<file path="src/pdc_pkg.sv">
// Constants and types of the pin-controlled sleep block
package pdc_pkg;
  // ---------------------------------------------------------------
  // Clock and timing
  // ---------------------------------------------------------------
  localparam int CLK_NS      = 100;  // Clock period in ns
  localparam int SETUP_NS    = 10;   // Inputs stable before sleep rises
  localparam int RECOVER_NS  = 2000; // Longest wake time after sleep falls
  // Least time rounds up, never below one cycle
  localparam int SETUP_CYC   = (SETUP_NS + CLK_NS - 1) / CLK_NS < 1 ? 1 :
                               (SETUP_NS + CLK_NS - 1) / CLK_NS;
  // Longest time rounds down
  localparam int RECOVER_CYC = RECOVER_NS / CLK_NS;
  localparam int SYNC_LAT    = 4;    // Pin edge to filtered level, cycles
  // Wake cycles left after sync and state entry
  localparam int WAKE_CYC    = RECOVER_CYC - SYNC_LAT - 1;
  localparam int CNT_W       = 5;    // Wake counter width

  // ---------------------------------------------------------------
  // Pin layout and reset values
  // ---------------------------------------------------------------
  localparam int PIN_W       = 8;    // Default number of user pins
  localparam int SLEEP_BIT   = 0;    // Pin that doubles as sleep control
  localparam logic RST_OE    = 1'h0; // Outputs start undriven

  // ---------------------------------------------------------------
  // Sequencer states
  // ---------------------------------------------------------------
  typedef enum logic [1:0] {
    PDC_RUN,                         // Normal operation
    PDC_SLEEP,                       // Frozen, inputs blocked
    PDC_WAKE                         // Recovery before resuming
  } pdc_state_t;
endpackage

</file>
<file path="src/pdc_pin_sync.sv">
// Three-stage pin synchroniser with agreement filter and hold latch
`timescale 1ns/1ns
module pdc_pin_sync #(
  parameter int W = pdc_pkg::PIN_W   // Number of pins
) (
  input  wire logic         clk,     // System clock
  input  wire logic         rst_n,   // Async reset, active low
  input  wire logic [W-1:0] pinIn,   // Raw pin levels
  input  wire logic [W-1:0] holdMsk, // High bits freeze their latch
  output logic      [W-1:0] pinQ     // Filtered, latched levels
);
  // ---------------------------------------------------------------
  // State
  // ---------------------------------------------------------------
  typedef struct packed {
    logic [W-1:0] s1;                // First stage, read by s2 only
    logic [W-1:0] s2;                // Second stage
    logic [W-1:0] s3;                // Third stage
    logic [W-1:0] q;                 // Hold latch
  } pdc_sync_t;

  pdc_sync_t st_r;                   // Registered state
  pdc_sync_t st_nxt;                 // Next state

  // Shift pins in; latch only where stages agree and not held
  always_comb begin
    st_nxt    = st_r;
    st_nxt.s1 = pinIn;
    st_nxt.s2 = st_r.s1;
    st_nxt.s3 = st_r.s2;
    for (int i = 0; i < W; i++) begin
      // Held latch keeps the pin at a defined level
      if (!holdMsk[i] && st_r.s2[i] == st_r.s3[i]) begin
        st_nxt.q[i] = st_r.s3[i];
      end
    end
  end

  // Register the state
  always_ff @(posedge clk or negedge rst_n) begin
    if (!rst_n) begin
      st_r <= '0;
    end else begin
      st_r <= st_nxt;
    end
  end

  assign pinQ = st_r.q;
endmodule

</file>
<file path="src/pdc_power_down.sv">
// Pin-controlled sleep sequencer that freezes pins and core state
//
// Overview of operation
// - Sleep pin high enters sleep when enabled
// - Outputs and core state held during sleep
// - Undriven outputs stay undriven through sleep
// - All inputs except sleep pin blocked
// - Pin hold latches keep levels while asleep
// - Static enable; otherwise pin is ordinary
// - Sleep pin's array input unavailable when enabled
// - Valid again within 2 us after fall
`timescale 1ns/1ns
module pdc_power_down #(
  parameter int W = pdc_pkg::PIN_W   // Number of user pins
) (
  input  wire logic         clk,         // 10 MHz system clock
  input  wire logic         rst_n,       // Async reset, active low
  input  wire logic         sleepEnable, // Static design option
  input  wire logic [W-1:0] pinIn,       // Raw input pins
  input  wire logic [W-1:0] coreData,    // Core output values
  input  wire logic [W-1:0] coreOe,      // Core output enables
  output logic      [W-1:0] toCore,      // Inputs seen by core
  output logic      [W-1:0] padOut,      // Output pin values
  output logic      [W-1:0] padOe,       // Output pin enables
  output logic              coreClkEn,   // Core register enable
  output logic              asleep       // Block is not running
);
  // ---------------------------------------------------------------
  // Local constants
  // ---------------------------------------------------------------
  localparam int WAKE_MAX = pdc_pkg::WAKE_CYC;     // Wake length, for counter load and assertions
  localparam int REC_MAX  = pdc_pkg::RECOVER_CYC;  // For assertions
  localparam logic [W-1:0] SLP_MSK = W'(1) << pdc_pkg::SLEEP_BIT;

  // ---------------------------------------------------------------
  // State
  // ---------------------------------------------------------------
  typedef struct packed {
    pdc_pkg::pdc_state_t          fsm;  // Sequencer state
    logic [pdc_pkg::CNT_W-1:0]    cnt;  // Wake countdown
    logic [W-1:0]                 in;   // Inputs passed to core
    logic [W-1:0]                 out;  // Held output values
    logic [W-1:0]                 oe;   // Held output enables
    logic                         ckEn; // Core clock enable
    logic                         slp;  // Not running flag
  } pdc_ctl_t;

  pdc_ctl_t     st_r;                // Registered state
  pdc_ctl_t     st_nxt;              // Next state
  logic [W-1:0] pinQ;                // Filtered pin levels
  logic [W-1:0] holdMsk;             // Latch freeze mask
  logic         sleepSeen;           // Sleep request, filtered

  // ---------------------------------------------------------------
  // Pin synchroniser
  // ---------------------------------------------------------------
  // Latches freeze while not running, except the sleep pin
  assign holdMsk = (st_r.fsm != pdc_pkg::PDC_RUN) ?
                   ~SLP_MSK : '0;

  pdc_pin_sync #(.W(W)) uSync (
    .clk     (clk),
    .rst_n   (rst_n),
    .pinIn   (pinIn),
    .holdMsk (holdMsk),
    .pinQ    (pinQ)
  );

  // Sleep only acts when the static option selects it
  assign sleepSeen = sleepEnable &
                     pinQ[pdc_pkg::SLEEP_BIT];

  // ---------------------------------------------------------------
  // Sequencer
  // ---------------------------------------------------------------
  always_comb begin
    st_nxt = st_r;
    case (st_r.fsm)
      pdc_pkg::PDC_RUN: begin
        if (sleepSeen) begin
          // Freeze everything as it stands
          st_nxt.fsm  = pdc_pkg::PDC_SLEEP;
          st_nxt.ckEn = 1'h0;
          st_nxt.slp  = 1'h1;
        end else begin
          // Pass inputs; mask array input of sleep pin when enabled
          st_nxt.in   = sleepEnable ? (pinQ & ~SLP_MSK) : pinQ;
          st_nxt.out  = coreData;
          st_nxt.oe   = coreOe;
          st_nxt.ckEn = 1'h1;
        end
      end
      pdc_pkg::PDC_SLEEP: begin
        // Outputs, enables and inputs all hold
        if (!sleepSeen) begin
          st_nxt.fsm = pdc_pkg::PDC_WAKE;
          st_nxt.cnt = pdc_pkg::CNT_W'(WAKE_MAX - 1);
        end
      end
      pdc_pkg::PDC_WAKE: begin
        if (sleepSeen) begin
          // Sleep again before recovery ends
          st_nxt.fsm = pdc_pkg::PDC_SLEEP;
        end else if (st_r.cnt == '0) begin
          // Resume from held state, no reset
          st_nxt.fsm  = pdc_pkg::PDC_RUN;
          st_nxt.ckEn = 1'h1;
          st_nxt.slp  = 1'h0;
        end else begin
          st_nxt.cnt = st_r.cnt - 1'h1;
        end
      end
      default: begin
        st_nxt.fsm = pdc_pkg::PDC_RUN;
      end
    endcase
  end

  // Register the state
  always_ff @(posedge clk or negedge rst_n) begin
    if (!rst_n) begin
      st_r.fsm  <= pdc_pkg::PDC_RUN;
      st_r.cnt  <= '0;
      st_r.in   <= '0;
      st_r.out  <= '0;
      st_r.oe   <= {W{pdc_pkg::RST_OE}};
      st_r.ckEn <= 1'h0;
      st_r.slp  <= 1'h0;
    end else begin
      st_r <= st_nxt;
    end
  end

  // Outputs straight from flip-flops
  assign toCore    = st_r.in;
  assign padOut    = st_r.out;
  assign padOe     = st_r.oe;
  assign coreClkEn = st_r.ckEn;
  assign asleep    = st_r.slp;

  // ---------------------------------------------------------------
  // Assertions
  // ---------------------------------------------------------------
  logic [pdc_pkg::CNT_W:0] wakeAge;  // Cycles spent in wake
  always_ff @(posedge clk or negedge rst_n) begin
    if (!rst_n) begin
      wakeAge <= '0;
    end else if (st_r.fsm == pdc_pkg::PDC_WAKE) begin
      wakeAge <= wakeAge + 1'h1;
    end else begin
      wakeAge <= '0;
    end
  end

  wire running = (st_r.fsm == pdc_pkg::PDC_RUN);
endmodule

</file>
<file path="config.mk">
export PLATFORM = sky130hd
export DESIGN_NAME = pdc_power_down
export DESIGN_NICKNAME = d
export VERILOG_FILES = /design/src/pdc_pkg.sv /design/src/pdc_pin_sync.sv /design/src/pdc_power_down.sv
export SDC_FILE = /design/constraint.sdc
export NUM_CORES = 1
export LEC_CHECK = 0
export BUFFER_PORTS_ARGS = -buffer_cell sky130_fd_sc_hd__buf_2
export CAP_MARGIN = 0
export CELL_PAD_IN_SITES_DETAIL_PLACEMENT = 1
export CELL_PAD_IN_SITES_GLOBAL_PLACEMENT = 1
export CORE_UTILIZATION = 45
export DETAILED_ROUTE_END_ITERATION = 10
export GPL_ROUTABILITY_DRIVEN = 0
export PLACE_DENSITY_LB_ADDON = 0.1
export SETUP_SLACK_MARGIN = 0.3
export SLEW_MARGIN = 20
export SYNTH_ARGS = -nofsm -noshare
export SYNTH_HDL_FRONTEND = slang
export SYNTH_HIERARCHICAL = 1
export SYNTH_SLANG_ARGS = --single-unit
</file>
<file path="constraint.sdc">
create_clock -name clk -period 4.42 [get_ports clk]
set_clock_uncertainty 0.05 [all_clocks]
set_input_delay 0.442 -clock clk [delete_from_list [all_inputs] [get_ports clk]]
set_output_delay 0.442 -clock clk [all_outputs]
set_load 0.01 [all_outputs]
</file>
==> results of run 1 <==
-- cells by family after synthesis --
family | Yosys count | share of synthesized area, %
and+or+nand+nor | 35 | 7.39
adders and majority gates | 1 | 0.476
other | 1 | 0.143
DFF | 65 | 61.9
AOI/OAI and AO/OA | 36 | 9.00
muxes | 24 | 10.2
buffers and inverters | 41 | 10.8
-- Yosys cell counts (all sizes together), types with 2 or more instances --
library cell,count,area share (%)
a211oi,2,0.57
a21o,2,0.57
a21oi,4,0.76
buf,37,10
dfrtp,65,62
inv,3,0.43
mux2,23,9.9
nand2,10,1.4
nand2b,2,0.48
nand4,2,0.48
nor2,6,1.1
nor2b,8,1.9
o21ai,18,3.4
o22a,2,0.71
-- state kept, by name, indices dropped and copies added (netlist names) --
signal,flops
padOe,8
uSync/st_r,8
st_r,7
uSync/st_nxt,16
uSync/pinQ,8
padOut,8
coreClkEn,1
asleep,1
toCore,8
-- cell usage in the layout, fill, tap and decap left out, types with 2 or more instances in the layout --
| cell type | n |
|---|---|
| inv_1 | 3 |
| a211oi_1 | 2 |
| o21ai_1 | 8 |
| a21o_1 | 2 |
| buf_2 | 52 |
| nand4_1 | 2 |
| a21oi_1 | 4 |
| nand2_1 | 10 |
| nor2b_1 | 8 |
| nand2b_1 | 2 |
| nor2_1 | 5 |
| conb_1 | 2 |
| clkbuf_8 | 12 |
| o21ai_0 | 10 |
| mux2_2 | 23 |
| dfrtp_1 | 65 |
-- metal layers --
| metal | share of wire (%) | up-vias | global-route usage (%) |
|---|---|---|---|
| met2 | 50 | 39 | 27.7 |
| met3 | 4.1 | 11 | 4.30 |
| met5 | 0 | - | 0 |
| met4 | 2.7 | 0 | 10.7 |
| li1 | - | 710 | - |
| met1 | 43 | 781 | 20.8 |
-- per-stage QoR --
stage / util, % / setup slack (ns) / std cells / instance area [sq um]
global placement: 48.7 / 2.21 / 291 / 2720
detailed placement: 48.7 / 2.12 / 291 / 2720
CTS: 52.0 / 2.11 / 306 / 2900
global route: 52.0 / 1.99 / 306 / 2900
finish: 52.0 / 2.15 / 306 / 2900
floorplan: - / 2.76 / 204 / 2630
-- critical path, stage by stage, from the launching register on --
cell	delay, ns
dfrtp_1	0.53
or2_1	0.54
nor2_4	0.61
mux2_2	0.42
-- report_power, final --
group,leakage (nW),switching (mW),internal [mW],total [mW]
Sequential,0.738,0.0957,0.735,0.831
Combinational,0.451,0.204,0.208,0.412
Clock,0.0915,0.206,0.246,0.451
-- cell type report --
class,instances,area share [%]
flip-flops and latches,65,56.2
multi-input cells,98,24.8
repair buffers,53,9.24
clock buffers,13,5.83
well taps,72,3.11
clock inverters,2,0.432
inverters,3,0.389
-- worst max path at each step --
stage           endpoint
3_3_place_gp   toCore[1]
3_5_place_dp   toCore[2]
5_1_grt        toCore[2]
2_1_floorplan   st_r[29]
6_report       toCore[2]
4_1_cts        toCore[2]
==> run_results.csv, run 1 <==
group,metric,value,unit
pwr,leakagePower,1.28,nW
hold_path,holdPathStages,1,
critical_path,worstReg2RegStart,"st_r[32]",
flow_run,drv_cap,0,
critical_path,critPathLaunchType,"register",
clocking,cts_tree,"built",
timing,finalMaxSlewViolations,0,
synthesis,synth_cells,203,
timing,fmax,440,MHz
critical_path,criticalPathCategory,"reg -> reg",
timing,rsz0062_at_grt,"no",
synthesis,synth.distinct_cells,38,
global_route,gr-usage-all-layers,17.3,%
floorplanning,io_pins,53,
hold_path,min-delay-start,"pinIn[0]",
layout,area_growth,10.3,%
hold_path,hp-class,"in -> reg",
clocking,h-tree-depth,3,
routing,wire_per_inst,15.0,um
synthesis,synth_top_flop_cell,"dfrtp_1",
timing,whs,0.163,ns
synthesis,synth_edf_count,0,
floorplanning,die-area,6150,sq um
synthesis,syn_area_per_cell,12.9,sq um
routing,drt_wl_total,4610,um
routing,vias,1541,
synthesis,ys_seq_area_share,61.9,%
clocking,cts_buffers,9,
critical_path,cp_data_arrival_time,2.43,ns
layout,multi_input_area,719,sq um
timing,finalSetupViolCount,0,
floorplanning,die_w,78.4,um
place,io_buffers,52,
clocking,insertion_delay,0.33,ns
timing,fin_crit_sh,51.4,%
layout,antenna_cells,0,
critical_path,r2r-end,"toCore[2]",
pwr,ir_drop,0.000265,V
layout,nNetsFinal,258,
critical_path,reg2reg_depth,3,
timing,hold_viol,0,
critical_path,cp-end-kind,"register",
place,hpwl,3170,um
timing,layout_min_cycle_time,2.27,ns
clocking,cts_sinks,65,
global_route,grt_overflow,0,
global_route,grt_pass1_vias,1610,
critical_path,regToRegSetupSlack,2.15,ns
clocking,postCtsHoldBufs,0,
clocking,cts_setup_buffers,0,
layout,fill_cells,586,
floorplanning,core-area,5570,sq um
global_route,grt_max_degree,66,
layout,regArea,1630,sq um
global_route,grt_first_pass_wirelength,7790,um
run_status,status,"completed",
synthesis,ys_warn_count,6,
floorplanning,rows,27,
synthesis,synthArstFlopShare,100,%
routing,dr.pass1.iters,4,
routing,final_antenna_net_count,0,
routing,drtIter0Drc,113,
layout,layout-drive-gt1-share,40.6,%
hold_path,hold_end,"uSync/st_nxt[16]",
routing,remaining_drc_errors,0,
floorplanning,start_util,47.1,%
synthesis,synth_area,2630,sq um
floorplanning,die_h,78.4,um
global_route,antenna_found_initial,0,
synthesis,yosys_register_bits,65,
clocking,cts.repair.resized,0,
timing,worst_slew_pin_slew,0.813,ns
clocking,clkTransAtPathRegs,0.06,ns
timing,max_slew_margin,45.8,%
critical_path,startpoint,"st_r[32]",
pwr,cellPowerDensity,585,nW/um^2
clocking,cts.path.max_buffers,2,
timing,final.setup.tns,0,ns
clocking,root_buffer,"clkbuf_8",
routing,vias_per_cell,5.04,
critical_path,cp_max_fo,23,
critical_path,worstPathRequired,4.58,ns
pwr,p_total,1.69,mW
Note: power is estimated with default switching activity, not from simulation.
==> inputs of run 2 (changes only) <==
CORE_UTILIZATION = 39   (was 45)
clock period = 1.93 ns   (was 4.42 ns; I/O delays follow)
==> run 2 against run 1 <==
- critical path depth up 2
- final cell count up 7.5%
- largest cell class unchanged
- first-iteration DRC count down 36%
- via count up 5.4%
- register-to-register slack worse by 1.8 ns
- flip-flop and latch count unchanged
- combinational power rose to 2.7 times the previous value
- sequential power up 130%
- sequential share of layout area down 3.8 points
- cell area up 7.3%
- the flow now finishes with violations (DRC)
- critical path type unchanged
==> run_results.csv, run 2 (synthesized netlist as in run 1, its figures left out) <==
group,metric,value,unit
timing,finalMaxSlewViolations,0,
routing,remaining_drc_errors,4,
floorplanning,die-area,7070,sq um
critical_path,cp_data_arrival_time,1.79,ns
critical_path,reg2reg_depth,5,
critical_path,worstReg2RegStart,"st_r[26]",
flow_run,drv_cap,0,
layout,final_common_cell,"dfrtp_1",
routing,dr.pass1.iters,7,
routing,drtIter0Drc,72,
clocking,cts_sinks,65,
timing,hold_viol,0,
floorplanning,die_h,84.1,um
layout,final_area,3110,sq um
routing,vias,1624,
place,dp_worst_setup_slack,0.249,ns
clocking,root_buffer,"clkbuf_8",
hold_path,hp-class,"in -> reg",
clocking,h-tree-depth,3,
layout,layout-drive-gt1-share,45.2,%
clocking,clkTransAtPathRegs,0.08,ns
global_route,grt_pass1_vias,1769,
critical_path,worstPathRequired,2.10,ns
pwr,leakagePower,1.36,nW
hold_path,hold_end,"padOut[1]",
pwr,p_total,4.03,mW
timing,final.setup.tns,0,ns
floorplanning,die_w,84.1,um
global_route,grt_first_pass_wirelength,8560,um
clocking,cts.path.max_buffers,2,
critical_path,critPathLaunchType,"register",
layout,layout_common_cells,"dfrtp_1 (64), buf_2 (52), mux2_2 (23), nand2_1 (10)",
global_route,antenna_found_initial,0,
floorplanning,rows,29,
layout,nNetsFinal,275,
critical_path,worstPathCellList,"inv_2 -> ha_4 -> or4b_4 -> a211oi_2 -> a211oi_2",
routing,final_antenna_net_count,0,
critical_path,r2r-end,"st_r[29]",
run_status,violations,"DRC",
global_route,gr-usage-all-layers,15.8,%
place,postPlaceCellArea,2790,sq um
layout,finalCoreUtilization,48.4,%
timing,rsz0062_at_grt,"yes",
layout,area_growth,18.4,%
critical_path,cp-end-kind,"register",
routing,vias_per_cell,4.94,
critical_path,startpoint,"st_r[26]",
critical_path,cp_max_fo,6,
critical_path,regToRegSetupSlack,0.31,ns
critical_path,criticalPathCategory,"reg -> reg",
critical_path,worst_path_max_delay_cell,"or4b_4",
place,io_buffers,52,
timing,fmax,617,MHz
timing,finalSetupViolCount,0,
routing,wire_per_inst,14.7,um
timing,layout_min_cycle_time,1.62,ns
hold_path,holdPathStages,2,
floorplanning,start_util,40.9,%
clocking,insertion_delay,0.34,ns
hold_path,min-delay-start,"coreData[1]",
layout,largest_register_ffs,16,
critical_path,cpMostUsedCell,"a211oi_2",
layout,antenna_cells,0,
floorplanning,core-area,6420,sq um
timing,postLayoutSetupSlackWorst,0.309,ns
global_route,grt_overflow,0,
clocking,cts_tree,"built",
timing,fin_crit_sh,84.0,%
clocking,cts_buffers,9,
critical_path,cp_slowest_stage_delay,0.51,ns
floorplanning,io_pins,53,
global_route,grt_max_degree,66,
pwr,cellPowerDensity,1300,nW/um^2
run_status,status,"finished with violations",
place,hpwl,3180,um
routing,drt_wl_total,4840,um
pwr,ir_drop,0.000455,V
==> run 2: how the worst max path moves through the flow <==
stage                          end  slack [ns]  cells past startpoint
final                     st_r[29]        0.31                      5
after global routing      st_r[29]        0.27                      5
after CTS                 st_r[27]        0.31                      5
after detailed placement  st_r[27]        0.25                      5
after global placement    st_r[27]        0.33                      5
after floorplan           padOe[0]        0.29                      5
==> run 2: what timing repair did <==
item | in CTS | in global routing
hold endpoints to repair | 73 | 0
setup endpoints to repair | 4 | 29
hold buffers | 9 | 0
pin swaps | 1 | 3
buffers inserted | 2 | 2
resized for setup | 0 | 8
==> run 2: metrics by stage <==
stage	cells	hold WS (ns)
after floorplan	204	-0.153
after global placement	300	0.182
after detailed placement	300	0.190
after CTS	327	0.0132
after global routing	329	0.0146
final	329	0.0343
==> run 2: layout make-up <==
| class | count | area (sq um) |
|---|---|---|
| repair buffers | 70 | 443 |
| well taps | 77 | 96.3 |
| clock buffers | 9 | 124 |
| fillers | 678 | 3310 |
| flip-flops and latches | 65 | 1630 |
| multi-input cells | 98 | 753 |
| clock inverters | 7 | 53.8 |
| inverters | 3 | 11.3 |
==> run 2: power breakdown <==
part	internal, mW	total (mW)	switching, mW
clock network	0.473	1.02	0.547
registers	1.68	1.89	0.204
logic	0.585	1.13	0.541
total	2.74	4.03	1.29
==> run 2: routing by layer <==
metal	GRT usage (%)	routed length, um	vias up
met4	7.37	100	0
met3	5.24	225	13
li1	-	-	749
met2	25.8	2400	47
met5	0	0	-
met1	18.9	2120	815
==> run 2: worst max-delay path, delay by kind of cell (launching register included) <==
kind	cells	cell delay, ns
DFF	1	0.41
AOI/OAI and AO/OA	2	0.31
adders and majority gates	1	0.13
buffers and inverters	1	0.09
and+or+nand+nor	1	0.51
